--- src/inc/pir_pkg.sv ---
// constants and carrier types for the priority interrupt recognition block
// ****************************************************************
// Operation
// an accepted interrupt runs exactly one instruction from its location
// pc untouched by that instruction: resume at next sequential address
// pc altered by that instruction: continue fetching from new pc
// interrupt locations are fixed in hardware, never moved by software
// two fixed-location lines plus one vectored line, vector from device
// processor options get dedicated request lines of their own
// global enable set by enable instruction; while clear, nothing taken
// interfaces keep per-interrupt masks, set and cleared by select
// interfaces raise requests only after the enabled event occurred
// fixed priorities; highest pending served, lower ones wait
// no recognition while halted or stop switch down; run mode only
// recognition only at instruction end, then highest pending request
// nearly any instruction may serve as the interrupt instruction
// device addresses 0 and 8 belong to the processor alone
// sense on device 0 reports which options are installed
// device 8 controls clock option and two control instructions
// only the interface matching the device address responds
// jump-and-store run as interrupt instruction clears global enable
// interfaces hold requests until the processor recognizes them
// ****************************************************************
package pir_pkg;

  localparam int NOPT  = 4;
  localparam int NLINE = NOPT + 3;
  localparam int IDXW  = 3;
  localparam int LINE1 = NOPT;
  localparam int LINE2 = NOPT + 1;
  localparam int LINEV = NOPT + 2;
  localparam int NSENSE = 5;
  localparam int NEVT  = 3;

  // fixed interrupt locations, index 0 highest priority
  localparam logic [15:0] FIX_LOC [0:NLINE-2] = '{
    16'h0020, 16'h0022, 16'h0024, 16'h0026, 16'h0002, 16'h0004};

  localparam logic [5:0] DEV_INT0 = 6'h00;
  localparam logic [5:0] DEV_INT8 = 6'h08;

  localparam logic [4:0] FN_RTC_ON  = 5'h00;
  localparam logic [4:0] FN_RTC_OFF = 5'h01;
  localparam logic [4:0] FN_MAP_RAM = 5'h02;
  localparam logic [4:0] FN_MAP_ROM = 5'h03;

  localparam logic [4:0] OPT_PRESENT = 5'h1F;

  localparam logic [7:0] OFF_CTRL   = 8'h00;
  localparam logic [7:0] OFF_STATE  = 8'h04;
  localparam logic [7:0] OFF_OPTS   = 8'h08;
  localparam logic [7:0] OFF_EVSTAT = 8'h0C;
  localparam logic [7:0] OFF_EVCLR  = 8'h10;
  localparam logic [7:0] OFF_EVEN   = 8'h14;
  localparam logic [7:0] OFF_SAVEPC = 8'h18;

  localparam int CTL_ENA = 0;
  localparam int CTL_DIS = 1;

  localparam int EV_RECOG = 0;
  localparam int EV_JSTOFF = 1;
  localparam int EV_HELD  = 2;

  localparam logic [1:0] HTRANS_NONSEQ = 2'h2;

  typedef struct packed {
    logic        instrEnd;
    logic        halted;
    logic        intDone;
    logic        pcWritten;
    logic        intIsJst;
    logic        einExec;
    logic        disExec;
    logic [15:0] pc;
  } pir_core_t;

  typedef struct packed {
    logic       valid;
    logic       sense;
    logic       select;
    logic [5:0] devAddr;
    logic [4:0] func;
  } pir_io_t;

  typedef enum logic [2:0] {
    ST_RUN   = 3'h1,
    ST_SERVE = 3'h2,
    ST_BACK  = 3'h4
  } pir_state_t;

endpackage : pir_pkg
--- src/hdl/pir_prio.sv ---
// fixed priority picker over the pending request lines
`timescale 1ns/1ps
module pir_prio (
  input  wire logic [pir_pkg::NLINE-1:0] req,
  output logic      [pir_pkg::NLINE-1:0] grant,
  output logic      [pir_pkg::IDXW-1:0]  idx,
  output logic                           any
);

  logic [pir_pkg::NLINE:0] above;

  assign above[0] = 1'b0;

  // ****************************************************************
  // lower index wins; a line waits while anything above it pends
  // ****************************************************************
  genvar i;
  generate
    for (i = 0; i < pir_pkg::NLINE; i++) begin : g_line
      assign grant[i]   = req[i] & ~above[i];
      assign above[i+1] = above[i] | req[i];
    end
  endgenerate

  assign any = above[pir_pkg::NLINE];

  always_comb begin
    idx = '0;
    for (int k = pir_pkg::NLINE - 1; k >= 0; k--) begin
      if (req[k]) begin
        idx = k[pir_pkg::IDXW-1:0];
      end
    end
  end

endmodule : pir_prio

--- src/hdl/pir_recognizer.sv ---
// interrupt recognition, resume control and internal device addresses
//
// Our own choices: the AHB-Lite register port and the placing of the registers.
`timescale 1ns/1ps
module pir_recognizer (
  input  wire logic                          clk,
  input  wire logic                          rst_b,
  input  wire logic                          hsel,
  input  wire logic [31:0]                   haddr,
  input  wire logic [1:0]                    htrans,
  input  wire logic                          hwrite,
  input  wire logic [2:0]                    hsize,
  input  wire logic [31:0]                   hwdata,
  input  wire logic                          hready,
  output logic                               hreadyout,
  output logic                               hresp,
  output logic      [31:0]                   hrdata,
  input  wire logic                          fixedIrqLineOne,
  input  wire logic                          fixedIrqLineTwo,
  input  wire logic                          vectoredIrqLine,
  input  wire logic [pir_pkg::NOPT-1:0]      optIrqLine,
  input  wire logic [15:0]                   vectorIn,
  input  wire logic                          stopSwitch,
  input  wire pir_pkg::pir_core_t            core,
  input  wire pir_pkg::pir_io_t              io,
  output logic                               intFetch,
  output logic      [15:0]                   intLoc,
  output logic                               resumeValid,
  output logic                               resumeUseNew,
  output logic      [15:0]                   resumePc,
  output logic      [pir_pkg::NLINE-1:0]     lineAck,
  output logic                               internalSel,
  output logic                               senseTrue,
  output logic                               rtcEnable,
  output logic                               memMapRam,
  output logic                               irq
);

  localparam int SYNW = pir_pkg::NLINE + 17;

  // ****************************************************************
  // pin synchronisers
  // ****************************************************************
  logic [SYNW-1:0] syn1_r;
  logic [SYNW-1:0] syn2_r;
  logic [SYNW-1:0] pinAll;

  assign pinAll = {stopSwitch, vectorIn, vectoredIrqLine,
                   fixedIrqLineTwo, fixedIrqLineOne, optIrqLine};

  always_ff @(posedge clk or negedge rst_b) begin
    if (!rst_b) begin
      syn1_r <= '0;
      syn2_r <= '0;
    end else begin
      syn1_r <= pinAll;
      syn2_r <= syn1_r;
    end
  end

  logic [pir_pkg::NLINE-1:0] pend;
  logic [15:0]               vecSync;
  logic                      stopSync;

  // options occupy the low, highest priority slots
  assign pend     = syn2_r[pir_pkg::NLINE-1:0];
  assign vecSync  = syn2_r[pir_pkg::NLINE+15:pir_pkg::NLINE];
  assign stopSync = syn2_r[SYNW-1];

  // ****************************************************************
  // priority selection
  // ****************************************************************
  logic [pir_pkg::NLINE-1:0] grant;
  logic [pir_pkg::IDXW-1:0]  winIdx;
  logic                      anyPend;

  pir_prio u_prio (
    .req   (pend),
    .grant (grant),
    .idx   (winIdx),
    .any   (anyPend)
  );

  logic [15:0] winLoc;

  // vector comes from the requesting interface, others are fixed
  assign winLoc = (winIdx == pir_pkg::IDXW'(pir_pkg::LINEV))
                  ? vecSync
                  : pir_pkg::FIX_LOC[winIdx];

  // ****************************************************************
  // bus address phase and decode
  // ****************************************************************
  logic       aPhase;
  logic       dWr_r;
  logic [7:0] dOff_r;
  logic [7:0] aOff;

  assign aPhase = hsel & hready & htrans[1];
  assign aOff   = {haddr[7:2], 2'b00};

  always_ff @(posedge clk or negedge rst_b) begin
    if (!rst_b) begin
      dWr_r  <= 1'b0;
      dOff_r <= '0;
    end else begin
      dWr_r  <= aPhase & hwrite;
      dOff_r <= aOff;
    end
  end

  // only whole words are used; hsize is accepted and ignored
  logic wrCtrl;
  logic wrEvClr;
  logic wrEvEn;

  assign wrCtrl  = dWr_r & (dOff_r == pir_pkg::OFF_CTRL);
  assign wrEvClr = dWr_r & (dOff_r == pir_pkg::OFF_EVCLR);
  assign wrEvEn  = dWr_r & (dOff_r == pir_pkg::OFF_EVEN);

  // ****************************************************************
  // recognition conditions
  // ****************************************************************
  pir_pkg::pir_state_t state_r;
  pir_pkg::pir_state_t state_nxt;
  logic                enable_r;
  logic                runMode;
  logic                atEdge;
  logic                recog;

  assign runMode = ~core.halted & ~stopSync;
  assign atEdge  = core.instrEnd & (state_r == pir_pkg::ST_RUN);
  assign recog   = atEdge & enable_r & runMode & anyPend;

  logic serveEnd;
  logic jstOff;
  logic swEna;
  logic swDis;

  assign serveEnd = (state_r == pir_pkg::ST_SERVE) & core.intDone;
  assign jstOff   = serveEnd & core.intIsJst;
  assign swEna    = wrCtrl & hwdata[pir_pkg::CTL_ENA];
  assign swDis    = wrCtrl & hwdata[pir_pkg::CTL_DIS];

  // ****************************************************************
  // sequence: run, serve one instruction, hand back the pc
  // ****************************************************************
  always_comb begin
    state_nxt = state_r;
    case (state_r)
      pir_pkg::ST_RUN: begin
        if (recog) begin
          state_nxt = pir_pkg::ST_SERVE;
        end
      end
      pir_pkg::ST_SERVE: begin
        if (core.intDone) begin
          state_nxt = pir_pkg::ST_BACK;
        end
      end
      pir_pkg::ST_BACK: begin
        state_nxt = pir_pkg::ST_RUN;
      end
      default: begin
        state_nxt = pir_pkg::ST_RUN;
      end
    endcase
  end

  always_ff @(posedge clk or negedge rst_b) begin
    if (!rst_b) begin
      state_r <= pir_pkg::ST_RUN;
    end else begin
      state_r <= state_nxt;
    end
  end

  // disabling conditions win over a same-cycle enable
  always_ff @(posedge clk or negedge rst_b) begin
    if (!rst_b) begin
      enable_r <= 1'b0;
    end else if (jstOff | core.disExec | swDis) begin
      enable_r <= 1'b0;
    end else if (core.einExec | swEna) begin
      enable_r <= 1'b1;
    end
  end

  // ****************************************************************
  // fetch redirection and resume
  // ****************************************************************
  logic        intFetch_r;
  logic [15:0] intLoc_r;
  logic [15:0] savedPc_r;
  logic        resumeValid_r;
  logic        resumeUseNew_r;
  logic [15:0] resumePc_r;
  logic [pir_pkg::NLINE-1:0] lineAck_r;

  // the core has not advanced p, so core.pc is the next main address
  always_ff @(posedge clk or negedge rst_b) begin
    if (!rst_b) begin
      intFetch_r <= 1'b0;
      intLoc_r   <= '0;
      savedPc_r  <= '0;
      lineAck_r  <= '0;
    end else begin
      lineAck_r <= recog ? grant : '0;
      if (recog) begin
        intFetch_r <= 1'b1;
        intLoc_r   <= winLoc;
        savedPc_r  <= core.pc;
      end else if (serveEnd) begin
        intFetch_r <= 1'b0;
      end
    end
  end

  always_ff @(posedge clk or negedge rst_b) begin
    if (!rst_b) begin
      resumeValid_r  <= 1'b0;
      resumeUseNew_r <= 1'b0;
      resumePc_r     <= '0;
    end else begin
      resumeValid_r <= serveEnd;
      if (serveEnd) begin
        resumeUseNew_r <= core.pcWritten;
        resumePc_r     <= core.pcWritten ? core.pc
                                         : savedPc_r;
      end
    end
  end

  assign intFetch     = intFetch_r;
  assign intLoc       = intLoc_r;
  assign resumeValid  = resumeValid_r;
  assign resumeUseNew = resumeUseNew_r;
  assign resumePc     = resumePc_r;
  assign lineAck      = lineAck_r;

  // ****************************************************************
  // reserved internal device addresses
  // ****************************************************************
  logic hitDev0;
  logic hitDev8;

  assign hitDev0 = io.valid & (io.devAddr == pir_pkg::DEV_INT0);
  assign hitDev8 = io.valid & (io.devAddr == pir_pkg::DEV_INT8);

  // tells the bus logic that no outside interface may answer
  assign internalSel = hitDev0 | hitDev8;

  logic senseTrue_r;
  logic rtcEnable_r;
  logic memMapRam_r;
  logic senseHit;

  // unknown function codes sense as absent
  assign senseHit = (io.func < 5'(pir_pkg::NSENSE))
                    & pir_pkg::OPT_PRESENT[io.func[2:0]];

  always_ff @(posedge clk or negedge rst_b) begin
    if (!rst_b) begin
      senseTrue_r <= 1'b0;
    end else begin
      senseTrue_r <= hitDev0 & io.sense & senseHit;
    end
  end

  always_ff @(posedge clk or negedge rst_b) begin
    if (!rst_b) begin
      rtcEnable_r <= 1'b0;
      memMapRam_r <= 1'b0;
    end else if (hitDev8 & io.select) begin
      case (io.func)
        pir_pkg::FN_RTC_ON:  rtcEnable_r <= 1'b1;
        pir_pkg::FN_RTC_OFF: rtcEnable_r <= 1'b0;
        pir_pkg::FN_MAP_RAM: memMapRam_r <= 1'b1;
        pir_pkg::FN_MAP_ROM: memMapRam_r <= 1'b0;
        default: begin
          rtcEnable_r <= rtcEnable_r;
        end
      endcase
    end
  end

  assign senseTrue = senseTrue_r;
  assign rtcEnable = rtcEnable_r;
  assign memMapRam = memMapRam_r;

  // ****************************************************************
  // event status, enable and interrupt output
  // ****************************************************************
  logic [pir_pkg::NEVT-1:0] evSet;
  logic [pir_pkg::NEVT-1:0] evStat_r;
  logic [pir_pkg::NEVT-1:0] evEn_r;
  logic [pir_pkg::NEVT-1:0] evClr;

  assign evSet[pir_pkg::EV_RECOG]  = recog;
  assign evSet[pir_pkg::EV_JSTOFF] = jstOff;
  assign evSet[pir_pkg::EV_HELD]   = atEdge & anyPend & ~recog;
  assign evClr = wrEvClr ? hwdata[pir_pkg::NEVT-1:0] : '0;

  // a set in the clearing cycle survives
  always_ff @(posedge clk or negedge rst_b) begin
    if (!rst_b) begin
      evStat_r <= '0;
      evEn_r   <= '0;
    end else begin
      evStat_r <= (evStat_r & ~evClr) | evSet;
      if (wrEvEn) begin
        evEn_r <= hwdata[pir_pkg::NEVT-1:0];
      end
    end
  end

  assign irq = |(evStat_r & evEn_r);

  // ****************************************************************
  // read data, registered so it stands through the data phase
  // ****************************************************************
  logic [31:0] rdSel;
  logic [31:0] hrdata_r;

  always_comb begin
    rdSel = '0;
    case (aOff)
      pir_pkg::OFF_CTRL:   rdSel = {31'h0, enable_r};
      pir_pkg::OFF_STATE:  rdSel = {8'h00, 5'h00, memMapRam_r,
                                    rtcEnable_r, stopSync,
                                    pend, 6'h00, state_r};
      pir_pkg::OFF_OPTS:   rdSel = {27'h0, pir_pkg::OPT_PRESENT};
      pir_pkg::OFF_EVSTAT: rdSel = {29'h0, evStat_r};
      pir_pkg::OFF_EVEN:   rdSel = {29'h0, evEn_r};
      pir_pkg::OFF_SAVEPC: rdSel = {16'h0, savedPc_r};
      default:             rdSel = '0;
    endcase
  end

  always_ff @(posedge clk or negedge rst_b) begin
    if (!rst_b) begin
      hrdata_r <= '0;
    end else if (aPhase & ~hwrite) begin
      hrdata_r <= rdSel;
    end
  end

  // zero wait states, always OKAY
  assign hrdata    = hrdata_r;
  assign hreadyout = 1'b1;
  assign hresp     = 1'b0;

endmodule : pir_recognizer

--- config.mk ---
export PLATFORM = sky130hd
export DESIGN_NAME = pir_recognizer
export DESIGN_NICKNAME = d
export VERILOG_FILES = /design/src/inc/pir_pkg.sv /design/src/hdl/pir_prio.sv /design/src/hdl/pir_recognizer.sv
export SDC_FILE = /design/constraint.sdc
export NUM_CORES = 1
export LEC_CHECK = 0
export BUFFER_PORTS_ARGS = -buffer_cell sky130_fd_sc_hd__buf_2
export CORE_ASPECT_RATIO = 1.75
export CORE_UTILIZATION = 45
export DETAILED_ROUTE_END_ITERATION = 8
export PLACE_DENSITY = 0.78
export SLEW_MARGIN = 15
export SYNTH_ARGS = -nofsm -noshare
export SYNTH_HDL_FRONTEND = slang
export SYNTH_SLANG_ARGS = --single-unit
--- constraint.sdc ---
create_clock -name clk -period 2.2 [get_ports clk]
set_input_delay 0.11 -clock clk [delete_from_list [all_inputs] [get_ports clk]]
set_output_delay 0.11 -clock clk [all_outputs]
set_load 0.03 [all_outputs]
==> results by group, run 1 <==
Placed design
  • Placement Setup Slack: about 0.27 ns
  • Port Buffer Count: between 100 and 150
  • Post-detail-place hpwl: approximately 8.6 mm
  • GP Congestion: around 0.86

Floorplan
  • Core Region: roughly 0.012 mm^2
  • Full die area: around 0.012 mm^2
  • Initial core utilization: 46.27%
  • # rows: 52
  • Top Ports: roughly 220
  • Chip Width: between 80 and 90 um
  • Die height: 146.8 um

Setup path
  • CP Capture Type: flop
  • CP required: roughly 2.5 ns
  • CP Max Fanout: 3
  • CP Data Arrival Time: 2.30 ns
  • Startpoint types: primary input
  • Critical path type: primary input to flop

Cells and area
  • Most frequent cells in the layout: dfrtp_1 (144), buf_2 (140), nand2_1 (61)
  • Commonest non-fill, non-tap cell in the layout: dfrtp_1
  • Layout cells sized above 1: approximately 30%
  • Ant. Diodes: 0
  • Area Overhead vs Synth: 37.92%
  • Nets@finish: 778
  • Fill cells: about 900

Outcome
  • Failing checks: design-rule violations
  • Status: finished with violations

Yosys
  • Number of synthesized flops with an enable pin: 0
  • Mapped Area: 0.005389 mm^2
  • Synth top area share: 66.87%
  • Yosys cell types: 52
  • Mapped Cells: 434
  • Synth warnings: 0
  • Fraction of registers with async set/reset: 100.0%
  • Dominant synthesized flop cell: dfrtp_1
  • Number of synthesized register bits: ~150
  • Avg Cell Area, Syn: around 12 um^2
  • Register area share after synthesis: between 60% and 70%
  • Area leader, netlist: dfrtp_1
  • Top cells by area, synth: dfrtp_1 (67%), nand2_1 (4.2%), a22o_1 (3.9%), mux2i_1 (3.5%), buf_4 (2.1%)

STA
  • Worst Skew: ~0.015 ns
  • Crit path time final: approximately 2.0 ns
  • Final Max Tran Viols: 0
  • Tcrit/Tclk final: 88.90%
  • WHS: 0.01288 ns
  • Post-Route Setup TNS: 0 ns
  • Final-report setup violation count: 0
  • Worst Max-Slew Pin Slew: between 0.7 and 0.8 ns
  • Final Hold Vio Count: 0
  • Final setup margin: approximately 0.24 ns
  • Max Freq: ~510 MHz
  • Slew margin rel.: 46.23%
  • RSZ-0062 raised after global routing: false

Global routing
  • First-pass GRT wire length: ~20 mm
  • Total GRT Usage: 21.18%
  • Largest net degree at the start of global routing: 70
  • Initial antenna violation count: 0
  • GRT overflow: 0
  • Vias in the first global route: 4160

Clock network
  • Post-CTS setup buffers: 0
  • PostCTS Resize Cnt: 0
  • CTS buffer count: 17
  • Hold_buf cts: 57
  • Clock Latency Late Sink: around 0.41 ns
  • CTS tree: built
  • CTS Buffer Depth: 2
  • H-tree depth: 4
  • Clk root buf: clkbuf_16
  • # clock sinks: between 100 and 150
  • Clock transition at the registers of the reported paths: around 0.06 ns

Power
  • Sw frac: a little under a quarter
  • Clock Power Share: about 45%
  • Sequential power share: a little under half
  • NetSw: about 1500 uW
  • Power per cell area: about 870 mW/mm^2
  • Leak: 0.003806 uW
  • Gate power share: a little under a tenth
  • Peak VDD IR: 620.1 uV
  • Pint: a little under 5000 uW

Route
  • Routed Antenna Nets: 0
  • WL final: between 10 and 15 mm
  • Vias per cell: ~5
  • WL/cell: around 16 um
  • Via count: around 4000
  • DRC errors left: 10
  • Iter 0 DRT Violations: about 220
  • DRT Pass-1 Iters: 9

Hold path
  • Hold Crit Class: primary input to flop

Run
  • Total of max-cap violations: 0
[registers in the layout (all words and copies together) (netlist names)]
register,cells
memMapRam,1
enable_r,1
hrdata,19
state_r,3
senseTrue,1
dOff_r,6
lineAck,7
savedPc_r,16
rtcEnable,1
intLoc,16
evEn_r,3
dWr_r,1
evStat_r,3
resumeValid,1
resumeUseNew,1
syn1_r,24
resumePc,16
syn2_r,24
intFetch,1
[power groups by stage]
stage	Clock [uW]	Combinational [uW]	Sequential (uW)
2_1_floorplan	0	238	3030
3_3_place_gp	0	497	2990
3_5_place_dp	0	515	3000
4_1_cts	2950	594	2960
5_1_grt	3060	651	2970
6_report	2890	592	2960
[layer usage]
metal / wire length, um / global-route usage, % / vias up
li1: - / - / 1897
met1: 4845 / 23.45 / 1970
met2: 6884 / 37.93 / 148
met3: 642 / 5.112 / 28
met4: 318 / 9.831 / 0
met5: 0 / 0 / -
[Yosys cell counts, types with 2 or more instances]
master and count:
a2111oi_0 2, a211oi_1 2, a21oi_1 19, a221o_1 2
a22o_1 24, a22oi_1 7, a311oi_1 2, and2_1 2
and3_1 7, buf_1 2, buf_2 5, buf_4 15
clkbuf_1 12, conb_1 2, dfrtp_1 144, inv_1 10
mux2_2 5, mux2i_1 19, nand2_1 61, nand2b_1 4
nand3b_1 2, nand4b_1 4, nor2_1 29, nor2b_1 4
nor3_1 7, nor4_1 3, o21ai_0 10, o2bb2ai_1 2
o31ai_1 2, or3_1 3
[worst max-delay path, cell delays in order]
cell,delay [ns]
dlygate4sd3_1,0.54
buf_2,0.14
o21ai_0,0.22
nand3b_1,0.10
dlygate4sd3_1,0.57
nor2_1,0.08
dlygate4sd3_1,0.54
[through the flow]
step                total power (uW)  instances  utilization [%]  cell area, um^2
floorplan                       3270        447                -             5438
global placement                3491        702            53.72             6256
detailed placement              3518        702            53.72             6256
CTS                             6504        790            63.82             7432
global route                    6684        790            63.82             7432
finish                          6440        790            63.82             7432
[logic make-up after synthesis]
group / count (synthesis) / share of synthesized area (%)
compound gates: 81 / 10.84
buf+inv: 44 / 4.226
flops: 145 / 67.36
mux: 24 / 4.574
other cells: 2 / 0.1394
simple gates: 138 / 12.86
[path summary, 6_finish.rpt]
check                                      from  slack, ns  cells after the start                 endpoint
max                                       io[0]       0.24                      7      senseTrue$_DFF_PN0_
min                                      hready       0.01                      2          dWr_r$_DFF_PN0_
max reg2reg                enable_r$_DFFE_PN0P_       0.27                      4    intLoc[2]$_DFFE_PN0P_
min reg2reg                syn1_r[18]$_DFF_PN0_       0.35                      0     syn2_r[18]$_DFF_PN0_
max in group asynchronous                 rst_b       1.13                      3     syn2_r[20]$_DFF_PN0_
min in group asynchronous                 rst_b       0.27                      2  resumePc[3]$_DFFE_PN0P_
[cell type report]
type	instances	area (um^2)	share of cell area [%]
inverters	10	37.54	0.5051
clock buffers	22	474.2	6.380
well taps	135	168.9	2.273
flip-flops and latches	145	3630	48.84
repair buffers	211	1405	18.91
clock inverters	9	131.4	1.768
multi-input cells	258	1585	21.33
Note: power is estimated with default switching activity, not from simulation.
==> run 2, diff against run 1 <==
--- a/config.mk
+++ b/config.mk
@@ -6,10 +6,10 @@
 export NUM_CORES = 1
 export LEC_CHECK = 0
 export BUFFER_PORTS_ARGS = -buffer_cell sky130_fd_sc_hd__buf_2
-export CORE_ASPECT_RATIO = 1.75
-export CORE_UTILIZATION = 45
+export CORE_ASPECT_RATIO = 1.4
+export CORE_UTILIZATION = 42
 export DETAILED_ROUTE_END_ITERATION = 8
-export PLACE_DENSITY = 0.78
+export PLACE_DENSITY = 0.74
 export SLEW_MARGIN = 15
 export SYNTH_ARGS = -nofsm -noshare
 export SYNTH_HDL_FRONTEND = slang
==> run 2 against run 1 <==
Against the previous run:
- the flow still finishes with violations (design-rule violations)
- fmax is 0.60% higher
- critical path depth is 1 lower
- hold slack better by 0.023 ns
- utilization is 3.4 points lower
- first-iteration DRC count is 20% lower
- critical path type unchanged
- largest cell class unchanged
==> results by group, run 2 (synthesis results as in run 1) <==
Outcome
  • Status: finished with violations
  • Failing checks: design-rule violations

Setup path
  • Reg2reg path depth: 5 (+1)
  • CP Data Arrival Time: 2.30 ns (about the same)
  • Worst Path Buf+Inv: 2 (-2)
  • Critical path type: primary input to flop
  • R2R setup slack: 0.32 ns (+0.05 ns)
  • CP top delay family: simple AND/OR/NAND/NOR gates
  • CP Max Fanout: 7 (+4)
  • CP required: 2.55 ns (about the same)
  • CP Capture Type: flop
  • CP peak stage delay: 0.54 ns (-0.03 ns)
  • Cell count along the critical path: 6 (-1)
  • CP max-delay cell: dlygate4sd3_1
  • Startpoint types: primary input
  • CP Cell Sequence: dlygate4sd3_1, buf_2, or3_1, or2_2, nor3_1, a22o_1

Cells and area
  • Nets@finish: 785 (+0.90%)
  • Fill cells: 972 (+8.1%)
  • Most frequent cells in the layout: dfrtp_1 (144), buf_2 (140), nand2_1 (61)
  • Layout cells sized above 1: 30.47% (+0.70 points)
  • Final Util: 60.43% (-3.4 points)
  • Ant. Diodes: 0 (unchanged)
  • Multi-input gate area: 0.001593 mm^2 (+0.47%)
  • Seq. cell area: 0.003630 mm^2 (unchanged)
  • Area Overhead vs Synth: 39.40%
  • Commonest non-fill, non-tap cell in the layout: dfrtp_1

Clock network
  • PostCTS Resize Cnt: 0 (unchanged)
  • CTS tree: built
  • Hold_buf cts: 60 (+5.3%)
  • # clock sinks: 145 (unchanged)
  • Clock Latency Late Sink: 0.42 ns (about the same)
  • CTS buffer count: 17 (unchanged)
  • Clk root buf: clkbuf_16
  • H-tree depth: 4 (unchanged)
  • Post-CTS setup buffers: 0 (unchanged)
  • Clock transition at the registers of the reported paths: 0.06 ns (about the same)
  • CTS Buffer Depth: 2 (unchanged)

Power
  • Leak: 0.003841 uW (+0.93%)
  • Peak VDD IR: 521.7 uV (-16%)
  • Power, Total: 6468 uW (+0.43%)
  • Power per cell area: 861.0 mW/mm^2 (-0.64%)

Global routing
  • Vias in the first global route: 4352 (+4.6%)
  • Initial antenna violation count: 0 (unchanged)
  • First-pass GRT wire length: 21.21 mm (+6.0%)
  • GRT overflow: 0 (unchanged)
  • Total GRT Usage: 20.91% (-0.27 points)
  • Largest net degree at the start of global routing: 66 (-5.7%)

STA
  • Worst Skew: 0.007522 ns (-0.007476 ns)
  • Tcrit/Tclk final: 88.38% (-0.53 points)
  • Max Freq: 514.3 MHz (+0.60%)
  • Worst Max-Slew Pin Slew: 0.6055 ns (-0.1937 ns)
  • Final Hold Vio Count: 0 (unchanged)
  • Slew margin rel.: 59.63% (+13 points)
  • Post-Route Setup TNS: 0 ns (unchanged)
  • Crit path time final: 1.944 ns (-0.01160 ns)
  • Final Max Tran Viols: 0 (unchanged)
  • RSZ-0062 raised after global routing: false
  • Final-report setup violation count: 0 (unchanged)

Route
  • Iter 0 DRT Violations: 178 (-20%)
  • Vias per cell: 5.180 (+1.2%)
  • DRT Pass-1 Iters: 7 (-2)
  • Via count: 4211 (+4.2%)
  • WL final: 13.10 mm (+3.3%)
  • Routed Antenna Nets: 0 (unchanged)
  • DRC errors left: 28 (+18)
  • WL/cell: 16.12 um (+0.33%)

Run
  • Total of max-cap violations: 0 (unchanged)

Placed design
  • GP Congestion: 0.8305 (-3.8%)
  • Post-detail-place hpwl: 8.741 mm (+2.1%)
  • Port Buffer Count: 141 (unchanged)

Floorplan
  • Full die area: 0.01329 mm^2 (+6.9%)
  • Initial core utilization: 43.35% (-2.9 points)
  • Core Region: 0.01243 mm^2 (+6.7%)
  • # rows: 48 (-7.7%)
  • Top Ports: 216 (unchanged)
  • Die height: 136.0 um (-7.3%)
  • Chip Width: 97.74 um (+15%)

Hold path
  • Hold Crit Class: primary input to flop
  • Hold path cells: 3 (+1)
## run 2: final timing paths
check                                        end                 from
setup / recovery           hrdata[6]$_DFFE_PN0P_             haddr[5]
max in group asynchronous  intLoc[3]$_DFFE_PN0P_                rst_b
hold / removal             memMapRam$_DFFE_PN0P_                io[2]
hold reg to reg              syn2_r[3]$_DFF_PN0_  syn1_r[3]$_DFF_PN0_
min in group asynchronous    dOff_r[4]$_DFF_PN0_                rst_b
setup reg to reg           intLoc[2]$_DFFE_PN0P_  syn2_r[1]$_DFF_PN0_
## run 2: power breakdown
group          internal (uW)  switching, uW
logic                    253            355
clock network           1640           1270
registers               2830            123
total                   4720           1750
## run 2: tightest hold or removal path, stage by stage
cell     delay (ns)
buf_2          0.13
nor4b_4        0.06
mux2i_1        0.11
## run 2: metal layers
layer,wire length (um),up-vias,global-route usage [%]
met4,342,0,10.10
met1,4887,2114,22.64
met5,0,-,0
li1,-,1912,-
met3,665,26,4.781
met2,7207,159,38.49
## run 2: stage by stage
stage               std cells  hold slack [ns]  setup slack, ns  instance area, um^2
floorplan                 447          -0.1856           0.4156                 5438
global placement          721           0.1369           0.3356                 6300
detailed placement        721           0.1436           0.2634                 6300
CTS                       813          0.01609           0.2525                 7512
global route              813          0.03270           0.1963                 7512
finish                    813          0.03554           0.2557                 7512
## run 2: cell type report
type | instances | share of cell area, %
clock buffers | 17 | 5.663
repair buffers | 218 | 19.34
inverters | 10 | 0.4997
flip-flops and latches | 145 | 48.32
multi-input cells | 258 | 21.20
well taps | 150 | 2.498
clock inverters | 15 | 2.482
